--- src/logic/pcs_defs.svh ---
// Offsets, field positions, reset values and timing counts of the command and status bank.
//******************************************************************************
//******************************************************************************
`ifndef PCS_DEFS_SVH
`define PCS_DEFS_SVH

// Register indices; the byte address is four times the index.
`define PCS_IDX_CMD      8'h04
`define PCS_IDX_STAT     8'h06
`define PCS_IDX_CAPP     8'h14

// Command field positions and reset value.
`define PCS_CMD_IO       0
`define PCS_CMD_MEM      1
`define PCS_CMD_PERR     6
`define PCS_CMD_RST      16'h0000

// Status reset value and fixed fields.
`define PCS_STAT_RST     16'h0210
`define PCS_STAT_SPEED   2'h1
`define PCS_STAT_CAP     1'h1

// Cycles from a taken request to the lowered waitrequest.
`define PCS_ACK_CYC      1

`endif

--- src/logic/pcs_pkg.sv ---
// Types shared by the command and status bank.
package pcs_pkg;

  // Host bus events that set status bits, one bit each.
  typedef struct packed {
    logic par_det;
    logic serr_sig;
    logic mst_abort;
    logic tgt_rcvd;
    logic tgt_sig;
    logic dpe;
  } pcs_evt_t;

  // Bus slave handshake states.
  typedef enum logic [0:0] {
    PCS_IDLE = 1'b0,
    PCS_ACK  = 1'b1
  } pcs_bus_st_t;

endpackage

--- src/logic/pcs_core_if.sv ---
// Signals passed between the bank top and its decode and status modules.
`timescale 1ns/1ps
interface pcs_core_if;
  logic             cmd_mem;
  logic             cmd_io;
  pcs_pkg::pcs_evt_t evt;
  logic [15:0]      clr_mask;
  logic [15:0]      status;
  logic             mem_cyc;
  logic             io_cyc;
  logic             bar_hit;
  logic             ccb_hit;
  logic             claim;

  modport top  (output cmd_mem, cmd_io, evt, clr_mask, mem_cyc, io_cyc, bar_hit, ccb_hit,
                input  status, claim);
  modport stat (input evt, clr_mask, output status);
  modport dec  (input cmd_mem, cmd_io, mem_cyc, io_cyc, bar_hit, ccb_hit, output claim);
endinterface

--- src/logic/pcs_decode.sv ---
// Target claim decode gated by the space enables.
`timescale 1ns/1ps
module pcs_decode (
  // Core signals
  pcs_core_if.dec cif
);

  //****************************************************************************
  // Claim
  //****************************************************************************
  // A window hit only counts while the matching space enable is set.
  always_comb begin
    cif.claim = (cif.mem_cyc & cif.cmd_mem & (cif.bar_hit | cif.ccb_hit))
              | (cif.io_cyc & cif.cmd_io & cif.bar_hit);
  end

endmodule

--- src/logic/pcs_status.sv ---
// Sticky event bits and fixed fields of the status word.
`timescale 1ns/1ps
`include "pcs_defs.svh"
module pcs_status (
  // Clock and reset
  input  wire logic sys_clk_i,
  input  wire logic reset_n_i,
  // Core signals
  pcs_core_if.stat  cif
);

  typedef struct packed {
    pcs_pkg::pcs_evt_t ev;
  } pcs_stat_st_t;

  pcs_stat_st_t st_ff;
  pcs_stat_st_t nxt_st;

  //****************************************************************************
  // Event capture
  //****************************************************************************
  // A set in the same cycle as its clear wins, so no event is lost.
  always_comb begin
    nxt_st = st_ff;
    nxt_st.ev.par_det   = cif.evt.par_det   | (st_ff.ev.par_det   & ~cif.clr_mask[15]);
    nxt_st.ev.serr_sig  = cif.evt.serr_sig  | (st_ff.ev.serr_sig  & ~cif.clr_mask[14]);
    nxt_st.ev.mst_abort = cif.evt.mst_abort | (st_ff.ev.mst_abort & ~cif.clr_mask[13]);
    nxt_st.ev.tgt_rcvd  = cif.evt.tgt_rcvd  | (st_ff.ev.tgt_rcvd  & ~cif.clr_mask[12]);
    nxt_st.ev.tgt_sig   = cif.evt.tgt_sig   | (st_ff.ev.tgt_sig   & ~cif.clr_mask[11]);
    // Writing a one here does nothing; only reset clears this flag.
    nxt_st.ev.dpe       = cif.evt.dpe | st_ff.ev.dpe;
    if (!reset_n_i) begin
      nxt_st = '0;
    end
  end

  always_ff @(posedge sys_clk_i) begin
    st_ff <= nxt_st;
  end

  // Fixed fields ignore writes because only the event flags have a clear path.
  assign cif.status = {st_ff.ev.par_det, st_ff.ev.serr_sig, st_ff.ev.mst_abort,
                       st_ff.ev.tgt_rcvd, st_ff.ev.tgt_sig,
                       `PCS_STAT_SPEED,
                       st_ff.ev.dpe,
                       3'h0,
                       `PCS_STAT_CAP,
                       4'h0};

endmodule

--- src/logic/pcs_top.sv ---
// Host bus command enables and status register bank with an Avalon-MM slave.
//
// The implementer's own choice: register access over Avalon-MM.
`timescale 1ns/1ps
`include "pcs_defs.svh"
module pcs_top #(
  parameter int         ADDR_W  = 8,
  parameter logic [7:0] CAP_PTR = 8'h40
) (
  // Clock and reset
  input  wire logic              sys_clk_i,
  input  wire logic              reset_n_i,
  // Avalon-MM slave
  input  wire logic [ADDR_W-1:0] avs_address_i,
  input  wire logic              avs_read_i,
  input  wire logic              avs_write_i,
  input  wire logic [31:0]       avs_writedata_i,
  input  wire logic [3:0]        avs_byteenable_i,
  output logic      [31:0]       avs_readdata_o,
  output logic                   avs_waitrequest_o,
  // Host bus transaction decode
  input  wire logic              mem_cycle_i,
  input  wire logic              io_cycle_i,
  input  wire logic              window_hit_i,
  input  wire logic              card_ctl_hit_i,
  output logic                   devsel_claim_o,
  // Host bus error events
  input  wire logic              parity_err_i,
  input  wire logic              serr_driven_i,
  input  wire logic              master_abort_i,
  input  wire logic              target_abort_rcvd_i,
  input  wire logic              target_abort_sig_i,
  input  wire logic              perr_observed_i,
  input  wire logic              bus_master_i,
  output logic                   perr_drive_o,
  // Command bits seen by the rest of the function
  output logic                   mem_space_en_o,
  output logic                   io_space_en_o,
  output logic                   parity_resp_en_o
);

  //****************************************************************************
  // Parameter checks
  //****************************************************************************
  // The highest register index must be reachable through the word address.
  if (ADDR_W < 5 || ADDR_W > 30) begin : g_bad_addr_w
    $error("pcs_top: ADDR_W must be between 5 and 30");
  end

  //****************************************************************************
  // State
  //****************************************************************************
  // Command reset word, kept whole so each enable takes its own bit.
  localparam logic [15:0] CMD_RST = `PCS_CMD_RST;

  typedef struct packed {
    pcs_pkg::pcs_bus_st_t bus;
    logic                 wreq;
    logic [31:0]          rdata;
    logic                 cmd_mem;
    logic                 cmd_io;
    logic                 cmd_perr;
    logic                 claim;
    logic                 perr;
  } pcs_top_st_t;

  pcs_top_st_t st_ff;
  pcs_top_st_t nxt_st;

  pcs_core_if cif ();

  //****************************************************************************
  // Helpers
  //****************************************************************************
  // Expands the two low byte enables into a 16-bit bit mask.
  function automatic logic [15:0] be_mask(input logic [3:0] be);
    be_mask = {{8{be[1]}}, {8{be[0]}}};
  endfunction

  // Compares the word address with a register index.
  function automatic logic idx_is(input logic [ADDR_W-1:0] a, input logic [7:0] idx);
    idx_is = (a == ADDR_W'(idx));
  endfunction

  //****************************************************************************
  // Bus handshake
  //****************************************************************************
  logic        req;
  logic        take;
  logic        wr_take;
  logic        hit_cmd;
  logic        hit_stat;
  logic        hit_capp;
  logic [15:0] wmask;
  logic [15:0] cmd_word;
  logic [31:0] rd_word;

  assign req      = avs_read_i | avs_write_i;
  // The request completes at the edge where waitrequest is seen low.
  assign take     = req && (st_ff.bus == pcs_pkg::PCS_ACK);
  assign wr_take  = take & avs_write_i;
  assign hit_cmd  = idx_is(avs_address_i, `PCS_IDX_CMD);
  assign hit_stat = idx_is(avs_address_i, `PCS_IDX_STAT);
  assign hit_capp = idx_is(avs_address_i, `PCS_IDX_CAPP);
  assign wmask    = avs_writedata_i[15:0] & be_mask(avs_byteenable_i);

  // Only the three implemented enables hold state; all other command bits read zero.
  always_comb begin
    cmd_word                = `PCS_CMD_RST;
    cmd_word[`PCS_CMD_IO]   = st_ff.cmd_io;
    cmd_word[`PCS_CMD_MEM]  = st_ff.cmd_mem;
    cmd_word[`PCS_CMD_PERR] = st_ff.cmd_perr;
  end

  // Unmapped indices read as zero and ignore writes.
  always_comb begin
    rd_word = 32'h0000_0000;
    if (hit_cmd) begin
      rd_word[15:0] = cmd_word;
    end else if (hit_stat) begin
      rd_word[15:0] = cif.status;
    end else if (hit_capp) begin
      rd_word[7:0] = CAP_PTR;
    end
  end

  //****************************************************************************
  // Status clear path
  //****************************************************************************
  // Ones clear, zeros keep; a read-back write would wipe every pending event except dpe, which has no clear path.
  assign cif.clr_mask = (wr_take && hit_stat) ? wmask : 16'h0000;

  //****************************************************************************
  // Error events
  //****************************************************************************
  logic perr_now;

  // Detection is flagged even when the response enable is off; driving is not.
  assign perr_now            = parity_err_i & st_ff.cmd_perr;
  // Every source here is a host side signal; card side activity has no path in.
  assign cif.evt.par_det     = parity_err_i;
  assign cif.evt.serr_sig    = serr_driven_i;
  assign cif.evt.mst_abort   = master_abort_i & bus_master_i;
  assign cif.evt.tgt_rcvd    = target_abort_rcvd_i & bus_master_i;
  assign cif.evt.tgt_sig     = target_abort_sig_i & ~bus_master_i;
  assign cif.evt.dpe         = (perr_now | perr_observed_i) & bus_master_i
                             & st_ff.cmd_perr;

  //****************************************************************************
  // Claim decode
  //****************************************************************************
  assign cif.cmd_mem = st_ff.cmd_mem;
  assign cif.cmd_io  = st_ff.cmd_io;
  assign cif.mem_cyc = mem_cycle_i;
  assign cif.io_cyc  = io_cycle_i;
  assign cif.bar_hit = window_hit_i;
  assign cif.ccb_hit = card_ctl_hit_i;

  pcs_decode u_decode (
    .cif (cif.dec)
  );

  pcs_status u_status (
    .sys_clk_i (sys_clk_i),
    .reset_n_i (reset_n_i),
    .cif       (cif.stat)
  );

  //****************************************************************************
  // Next state
  //****************************************************************************
  always_comb begin
    nxt_st       = st_ff;
    nxt_st.claim = cif.claim;
    nxt_st.perr  = perr_now;
    case (st_ff.bus)
      pcs_pkg::PCS_IDLE: begin
        // Read data is latched together with the lowered waitrequest.
        if (req) begin
          nxt_st.bus   = pcs_pkg::PCS_ACK;
          nxt_st.rdata = rd_word;
        end
      end
      pcs_pkg::PCS_ACK: begin
        nxt_st.bus = pcs_pkg::PCS_IDLE;
        if (wr_take && hit_cmd && avs_byteenable_i[0]) begin
          nxt_st.cmd_io   = avs_writedata_i[`PCS_CMD_IO];
          nxt_st.cmd_mem  = avs_writedata_i[`PCS_CMD_MEM];
          nxt_st.cmd_perr = avs_writedata_i[`PCS_CMD_PERR];
        end
      end
      default: begin
        nxt_st.bus = pcs_pkg::PCS_IDLE;
      end
    endcase
    if (!reset_n_i) begin
      nxt_st          = '0;
      nxt_st.bus      = pcs_pkg::PCS_IDLE;
      nxt_st.cmd_io   = CMD_RST[`PCS_CMD_IO];
      nxt_st.cmd_mem  = CMD_RST[`PCS_CMD_MEM];
      nxt_st.cmd_perr = CMD_RST[`PCS_CMD_PERR];
    end
    // Waitrequest is its own flop so the pin carries no decode after the register.
    nxt_st.wreq = (nxt_st.bus != pcs_pkg::PCS_ACK);
  end

  always_ff @(posedge sys_clk_i) begin
    st_ff <= nxt_st;
  end

  //****************************************************************************
  // Outputs
  //****************************************************************************
  // Waitrequest stays high except for the single completing cycle.
  assign avs_waitrequest_o = st_ff.wreq;
  assign avs_readdata_o    = st_ff.rdata;
  assign devsel_claim_o    = st_ff.claim;
  assign perr_drive_o      = st_ff.perr;
  assign mem_space_en_o    = st_ff.cmd_mem;
  assign io_space_en_o     = st_ff.cmd_io;
  assign parity_resp_en_o  = st_ff.cmd_perr;

endmodule

--- config.mk ---
export PLATFORM = sky130hd
export DESIGN_NAME = pcs_top
export DESIGN_NICKNAME = d
export VERILOG_FILES = /design/src/logic/pcs_pkg.sv /design/src/logic/pcs_core_if.sv /design/src/logic/pcs_decode.sv /design/src/logic/pcs_status.sv /design/src/logic/pcs_top.sv
export VERILOG_INCLUDE_DIRS = /design/src /design/src/logic
export SDC_FILE = /design/constraint.sdc
export NUM_CORES = 1
export LEC_CHECK = 0
export CAP_MARGIN = 20
export CELL_PAD_IN_SITES_DETAIL_PLACEMENT = 1
export CELL_PAD_IN_SITES_GLOBAL_PLACEMENT = 2
export CORE_MARGIN = 2
export CORE_UTILIZATION = 33
export CTS_CLUSTER_DIAMETER = 30
export CTS_CLUSTER_SIZE = 20
export DETAILED_ROUTE_END_ITERATION = 12
export DONT_BUFFER_PORTS = 1
export GPL_TIMING_DRIVEN = 1
export PLACE_DENSITY_LB_ADDON = 0.2
export SYNTH_ARGS = -nofsm -noshare
export SYNTH_HDL_FRONTEND = slang
export SYNTH_SLANG_ARGS = --single-unit
--- constraint.sdc ---
create_clock -name sys_clk_i -period 1.95 [get_ports sys_clk_i]
set_input_delay 0.195 -clock sys_clk_i [delete_from_list [all_inputs] [get_ports sys_clk_i]]
set_output_delay 0.195 -clock sys_clk_i [all_outputs]
set_load 0.005 [all_outputs]
# Word-level counts from Yosys, hierarchy flattened
# Cells that the tools add are included.
[totals]
word_cells = 70
latchBits = 0
ramBits = 0
input_bits = 59
mem_bits_ro = 0
mem_count = 0
ff_bits = 29
out_inout_bits = 38
[classes]
add_sub_neg = 0
n_eq_ne = 3
n_reduce_logical = 6
n_div = 0
bitwise_logic = 35
shifts = 0
muxes = 12
magnitude_cmp = 0
n_mul = 0
[ops]
columns = ["op", "n"]
rows = [
  ["16-bit two-way mux", 3],
  ["39-bit two-way mux", 1],
  ["32-bit two-way mux", 1],
  ["1-bit AND", 16],
  ["16-bit AND", 1],
  ["8-bit by 3-bit equality test with 1-bit output, second input constant", 2],
  ["7-bit two-way mux", 2],
  ["1-bit bitwise OR", 10],
  ["8-bit by 5-bit equality test with 1-bit output, second input constant", 1],
  ["8-bit two-way mux", 1],
  ["1-bit inverter", 8],
  ["3-bit two-way mux", 2],
  ["1-bit logical AND", 4],
  ["2-bit AND reduction", 2],
  ["1-bit one-hot mux with 2 select lines", 1],
  ["1-bit two-way mux", 1],
]

# Depth between registers and ports, before layout
# Gate-level depths: netlist of run 1.
[logic_depth]
word_depth = 9
ltp_mapped = 4
mapped_depth_nobuf = 3

# By module
# From an unflattened synthesis of run 1, not the netlist that was laid out.
[unflattened]
hier_cells = 167
area_unflattened_um2 = 1596.5
[by_module_without_submodules]
columns = ["module", "seq_area_each_um2", "cells_each", "instances", "area_each_um2"]
rows = [
  ["pcs_top", 460.4, 135, 1, 1263.7],
  ["pcs_status", 120.1, 29, 1, 316.6],
  ["pcs_decode", 0.0, 3, 1, 16.3],
]

# Least setup slack after synthesis of run 1
# OpenSTA, ideal clock, no wires.
[synth_path]
path_type = "input-to-reg"
start = "input port avs_address_i[1]"
end = "register st_ff, in the netlist io_space_en_o"
n_path_buf = 1
required_time_ps = 1878
setup_slack_ps = 930
path_stages = 4
setup_ps = 72
arrival_ps = 949
cell_sequence = "nor4b_4 and3_1 buf_6 mux2i_1"
[synth_between]
elab_chain_len = 4
[synth_rtl]
columns = ["item", "line_no", "text"]
rows = [
  ["from (decl)", "pcs_top.sv:14", "input wire logic [ADDR_W-1:0] avs_address_i,"],
  ["8-bit by 3-bit equality test with 1-bit output", "pcs_top.sv:82", "idx_is = (a == ADDR_W'(idx));"],
  ["1-bit logical AND (2 in a row)", "pcs_top.sv:186", "if (wr_take && hit_cmd && avs_byteenable_i[0]) begin"],
  ["2-bit AND reduction (no line)", "-", ""],
  ["to (signal assigned)", "pcs_top.sv:208", "st_ff <= nxt_st;"],
  ["to (decl)", "pcs_top.sv:67", "pcs_top_st_t st_ff;"],
]
# No other way between the ends.
# A chain may end at the register's enable or synchronous reset.

# Worst setup path after layout of run 1
[layout_path]
start = "input port avs_address_i[7]"
end = "register st_ff, in the netlist io_space_en_o"
# The elaborated chain is that of the path after synthesis.

==> results.yml, run 1 <==
synth:
  avgSynthCellArea_sq_um: 8.96
  synth-async-reset-ratio: 0
  synth-edff-count: 0
  synth_commonest_cells: "buf_4, dfxtp_1, nand2_1"
  ys_ff_latch: 23
  synth_cell_types: 31
  synth_ff_type: "dfxtp_1"
  yosysSeqAreaShare: 0.372
  yosysMostFrequentCell: "buf_4"
  ys.warnings.count: 0
  synth_area_leader_cell: "dfxtp_1"
  synth_top_cell_area_share: 0.372
  syn_inst: 138
  syn_area_sq_um: 1240
  ys_top_cells_by_area: "dfxtp_1, buf_4, nand2_1, a21boi_1, nand4_1"
power_and_ir_drop:
  p_leak_nw: 0.442
  power.density_nw_per_um2: 736
  power_mw: 0.836
  vdd_drop_max_mv: 0.276
global_route:
  antenna_found_initial: 0
  grt-ovfl-total: 0
  grt_usage: 0.123
  grt_max_degree: 28
  grt_pass1_vias: 838
  grt_pass1_wl_mm: 4.01
cells_and_area:
  fin_nets: 184
  regArea_sq_um: 460
  antennaDiodeCount: 0
  fin_area_sq_um: 1140
  final_layout_size_suffix_gt1_frac: 0.0726
  finalCoreUtilization: 0.313
  stdcell_count: 172
  syn_to_final_growth_pct: -8.10
  fillers: 459
  multi_input_area_sq_um: 552
clock_network:
  clock_latency_ps: 260
  postCtsHoldBufs: 0
  cts_buffers: 3
  clk_path_buf_depth: 2
  root_buffer: "clkbuf_8"
  postCtsSetupRepairBufs: 0
  cts.sinks: 23
  cts_max_level: 1
  cts_tree: "yes"
  cts_resized: 0
  clkTransAtPathRegs_ps: 80
worst_hold_path:
  hold_depth: 1
  min_path_type: "in -> reg"
timing:
  fin_tns_setup_ps: 0
  layout_min_cycle_time_ps: 1100
  timing.hold.ws_ps: 36.9
  setup_violations: 0
  tightest_slew_ps: 566
  slew_headroom: 0.620
  fmax_mhz: 908
  maxSlewViolCount: 0
  fin_crit_sh: 0.565
  rsz0062_at_grt: "false"
  fin_skew_ps: 1.21
  fin_ws_ps: 849
  finalHoldViolations: 0
outcome:
  status: "finished, final reports clean"
detailed_routing:
  drc: 0
  wl_per_cell_um: 15.0
  routed_via_density: 4.83
  final_antenna_net_count: 0
  drt_iter0_markers: 22
  postRouteWirelength_mm: 2.59
  first_pass_iters: 4
  routed-via-count: 830
place:
  gp_congestion: 0.713
  placed_area_sq_um: 1090
  dp.cells: 168
  dp_hpwl_mm: 2.02
  pre_cts_ws_ps: 573
  numPortBuffers: 0
setup_path:
  path_cells: "nor4_4 > and3_1 > mux2i_1"
  crit_type: "in -> reg"
  crit_slowest_cell: "nor4_4"
  critPathMaxFanout: 11
  cp-end-kind: "flop"
  worstSetupPathDepth: 3
  worstRegToRegCells: 3
  path_buf_inv: 0
  crit_arrival_ps: 1290
  critPathMaxStageDelay_ps: 540
  cp_top_family: "simple AND/OR/NAND/NOR gates"
  required_ps: 2140
  start_kind: "primary input"
floorplanning:
  num_rows: 22
  start_util: 0.340
  core_sq_um: 3630
  fp.dieW_um: 65.2
  dieArea_sq_um: 4250
  num_io_pins: 97
  die_h_um: 65.2
job:
  cap_violations: 0
## where the power goes
group | total [mW] | switching, mW | internal [mW] | leakage [nW]
sequential | 0.490 | 0.00750 | 0.483 | 0.187
combinational | 0.0585 | 0.0362 | 0.0223 | 0.232
clock | 0.287 | 0.142 | 0.145 | 0.0228
## flip-flops by register name, indices dropped and copies added, names as in the netlist
signal               count
avs_readdata_o          10
u_status.cif.status      6
avs_waitrequest_o        1
devsel_claim_o           1
io_space_en_o            1
mem_space_en_o           1
parity_resp_en_o         1
perr_drive_o             1
st_ff                    1
## final timing paths
kind / slack [ps] / startpoint / endpoint
worst max register to register: 860 / st_ff[38] / avs_readdata_o[1]
worst max-delay path: 850 / avs_address_i[7] / io_space_en_o
worst min-delay path: 40 / reset_n_i / avs_waitrequest_o
worst min register to register: 470 / avs_readdata_o[13] / avs_readdata_o[13]
## cells by family after synthesis
family          synth area share
flops                      0.372
buf+inv                    0.242
simple gates               0.201
other cells              0.00303
mux                       0.0243
compound gates             0.157
## layout make-up
class / count / share of cell area
flip-flops and latches: 23 / 0.405
repair buffers: 1 / 0.00661
well taps: 48 / 0.0529
multi-input cells: 93 / 0.486
clock buffers: 4 / 0.0396
inverters: 3 / 0.00991
## placed cells by master, fill, tap and decap left out, types with 2 or more instances in the layout
cell,netlist,layout
clkbuf_8,0,3
and3_1,4,4
nand2_1,19,19
o21ai_0,6,6
o21bai_1,2,2
dfxtp_1,23,23
a21boi_1,8,8
mux2i_1,3,3
nand3_1,3,3
a31oi_1,2,2
conb_1,1,21
nand4_1,8,8
nor2b_1,2,2
a21boi_0,2,2
inv_1,3,3
## layer usage
metal / up-vias / routed length (um) / track usage
met5: - / 0 / 0
met3: 2 / 304 / 0.0599
met2: 48 / 1270 / 0.209
li1: 392 / - / -
met1: 388 / 1010 / 0.144
met4: 0 / 12 / 0.0156
Note: power is estimated with default switching activity, not from simulation.
==> inputs of run 2 (changes only) <==
ABC_AREA = 1   (was unset)
CORE_UTILIZATION = 30   (was 33)
clock period = 1.1 ns   (was 1.95 ns; I/O delays follow)
==> run 2 against run 1 <==
  * Sequential share of layout area decreased by 6.4 points
  * Setup slack worse by 720 ps
  * Area after synthesis grew 3.8%
  * Critical path type is now reg -> reg
==> results.yml, run 2 <==
global_route:
  grt-ovfl-total: 0
  grt_max_degree: 16
  grt_usage: 0.120
  grt_pass1_vias: 982
  grt_pass1_wl_mm: 4.62
  antenna_found_initial: 0
setup_path:
  worstRegToRegCells: 6
  r2r_end: "mem_space_en_o"
  start_kind: "flop"
  crit_arrival_ps: 1180
  rrSetupSlack_ps: 120
  required_ps: 1300
  critPathMaxFanout: 6
  r2r_start: "st_ff[38]"
  crit_type: "reg -> reg"
  cp-end-kind: "flop"
worst_hold_path:
  hold_depth: 2
  min_path_type: "in -> reg"
  hp-start: "bus_master_i"
  min_to: "u_status.cif.status[8]"
synth:
  synth-simple-area-share: 0.258
  ys_top_cells_by_area: "dfxtp_1, buf_4, nand2_1, inv_1, nand3_2"
  synth_ff_type: "dfxtp_1"
  ys_ff_latch: 23
  synth-xor-area-share: 0
  synth_top_family_by_area: "buffers and inverters"
  synth_top_cell_area_share: 0.359
  synthAdderAreaFrac: 0
  synth_commonest_cells: "buf_4, nand2_1, dfxtp_1"
  avgSynthCellArea_sq_um: 7.69
  yosysSeqAreaShare: 0.359
  synth_area_leader_cell: "dfxtp_1"
  syn_inst: 167
  synth_mux_area_frac: 0
  synth_cell_types: 21
  synth-async-reset-ratio: 0
  synth_compound_area_frac: 0.110
  ys.warnings.count: 0
  synth-edff-count: 0
  syn_area_sq_um: 1280
place:
  numPortBuffers: 0
  dp_hpwl_mm: 2.24
  gp_congestion: 0.778
  pre_cts_ws_ps: 66.1
floorplanning:
  num_rows: 23
  dieArea_sq_um: 4820
  core_sq_um: 4060
  fp.dieW_um: 69.4
  die_h_um: 69.4
  num_io_pins: 97
  start_util: 0.316
timing:
  maxSlewViolCount: 0
  fin_ws_ps: 125
  fmax_mhz: 1030
  finalHoldViolations: 0
  layout_min_cycle_time_ps: 975
  fin_tns_setup_ps: 0
  fin_crit_sh: 0.887
  fin_skew_ps: 3.21
  rsz0062_at_grt: "false"
  setup_violations: 0
cells_and_area:
  antennaDiodeCount: 0
  final_layout_size_suffix_gt1_frac: 0.174
  final_common_cell: "nand2_1"
  largest_reg_flops: 10
  fin_nets: 232
  final_cell_mix: "nand2_1, dfxtp_1, conb_1, inv_1, dlygate4sd3_1"
  syn_to_final_growth_pct: 5.07
  finalCoreUtilization: 0.332
detailed_routing:
  drt_iter0_markers: 27
  drc: 0
  final_antenna_net_count: 0
  postRouteWirelength_mm: 2.86
  first_pass_iters: 4
  routed-via-count: 952
  wl_per_cell_um: 12.9
  routed_via_density: 4.29
power_and_ir_drop:
  power.density_nw_per_um2: 1160
  p_leak_nw: 0.593
  vdd_drop_max_mv: 0.388
clock_network:
  cts_tree: "yes"
  root_buffer: "clkbuf_8"
  clock_latency_ps: 260
  cts_max_level: 1
  cts.sinks: 23
  clkTransAtPathRegs_ps: 80
  clk_path_buf_depth: 2
  cts_resized: 0
  cts_buffers: 3
job:
  cap_violations: 0
outcome:
  status: "finished, final reports clean"
## run 2: changes by cell type after synthesis, moves of 4 or more
cell / previous run / this run
nor2_1: 1 / 11
nand2_1: 19 / 33
a21oi_2: 0 / 6
inv_1: 3 / 18
nand4_1: 8 / 0
nand3_2: 0 / 6
a21oi_1: 1 / 10
a21boi_1: 8 / 0
and3_1: 4 / 0
## run 2: cell type report
class	instances	area, sq um
fillers	497	2710
multi-input cells	108	552
flip-flops and latches	23	460
repair buffers	16	150
inverters	21	78.8
well taps	50	62.6
clock buffers	4	45.0
## run 2: cell families (layout without fill, tap and decap cells)
family          count (synthesis)  count (layout)
other cells                     1              21
buf+inv                        56              41
simple gates                   65              65
flops                          23              23
compound gates                 22              22
## run 2: worst max path at each step
| stage | to | start |
|---|---|---|
| global route | mem_space_en_o | st_ff[38] |
| finish | mem_space_en_o | st_ff[38] |
| detailed placement | avs_readdata_o[15] | avs_address_i[7] |
| floorplan | avs_readdata_o[11] | st_ff[38] |
| global placement | avs_readdata_o[15] | avs_address_i[5] |
| CTS | avs_readdata_o[15] | st_ff[38] |
## run 2: per-layer routing
metal	track usage	vias up	wire, um
met3	0.0174	2	172
li1	-	477	-
met2	0.209	40	1470
met1	0.144	433	1170
met5	0	-	0
met4	0.0588	0	40
## run 2: worst max-delay path, stage by stage, from the launching register on
cell and delay [ps]:
dfxtp_1 350, nand2_1 90, inv_2 140, nand3_4 110, nand2_1 90, nand2_1 60, nor2_1 80
## run 2: timing repair
item	4_1_cts	5_1_grt
hold buffers	12	0
endpoints found under the hold margin	12	0
buffers inserted	0	0
## run 2: power by group
part	internal (mW)	leakage, nW	switching (mW)
Sequential	0.858	0.188	0.0189
Clock	0.258	0.0228	0.262
Combinational	0.0646	0.382	0.102
Total	1.18	0.593	0.383
## run 2: stage by stage
stage                     power [mW]  instances  hold WS, ps  area [sq um]
after global routing            1.64        222         8.91          1350
after detailed placement        1.02        206          241          1180
after CTS                       1.59        222         10.2          1350
after floorplan                 1.06        187          230          1360
after global placement          1.02        206          234          1180
final                           1.56        222         17.0          1350
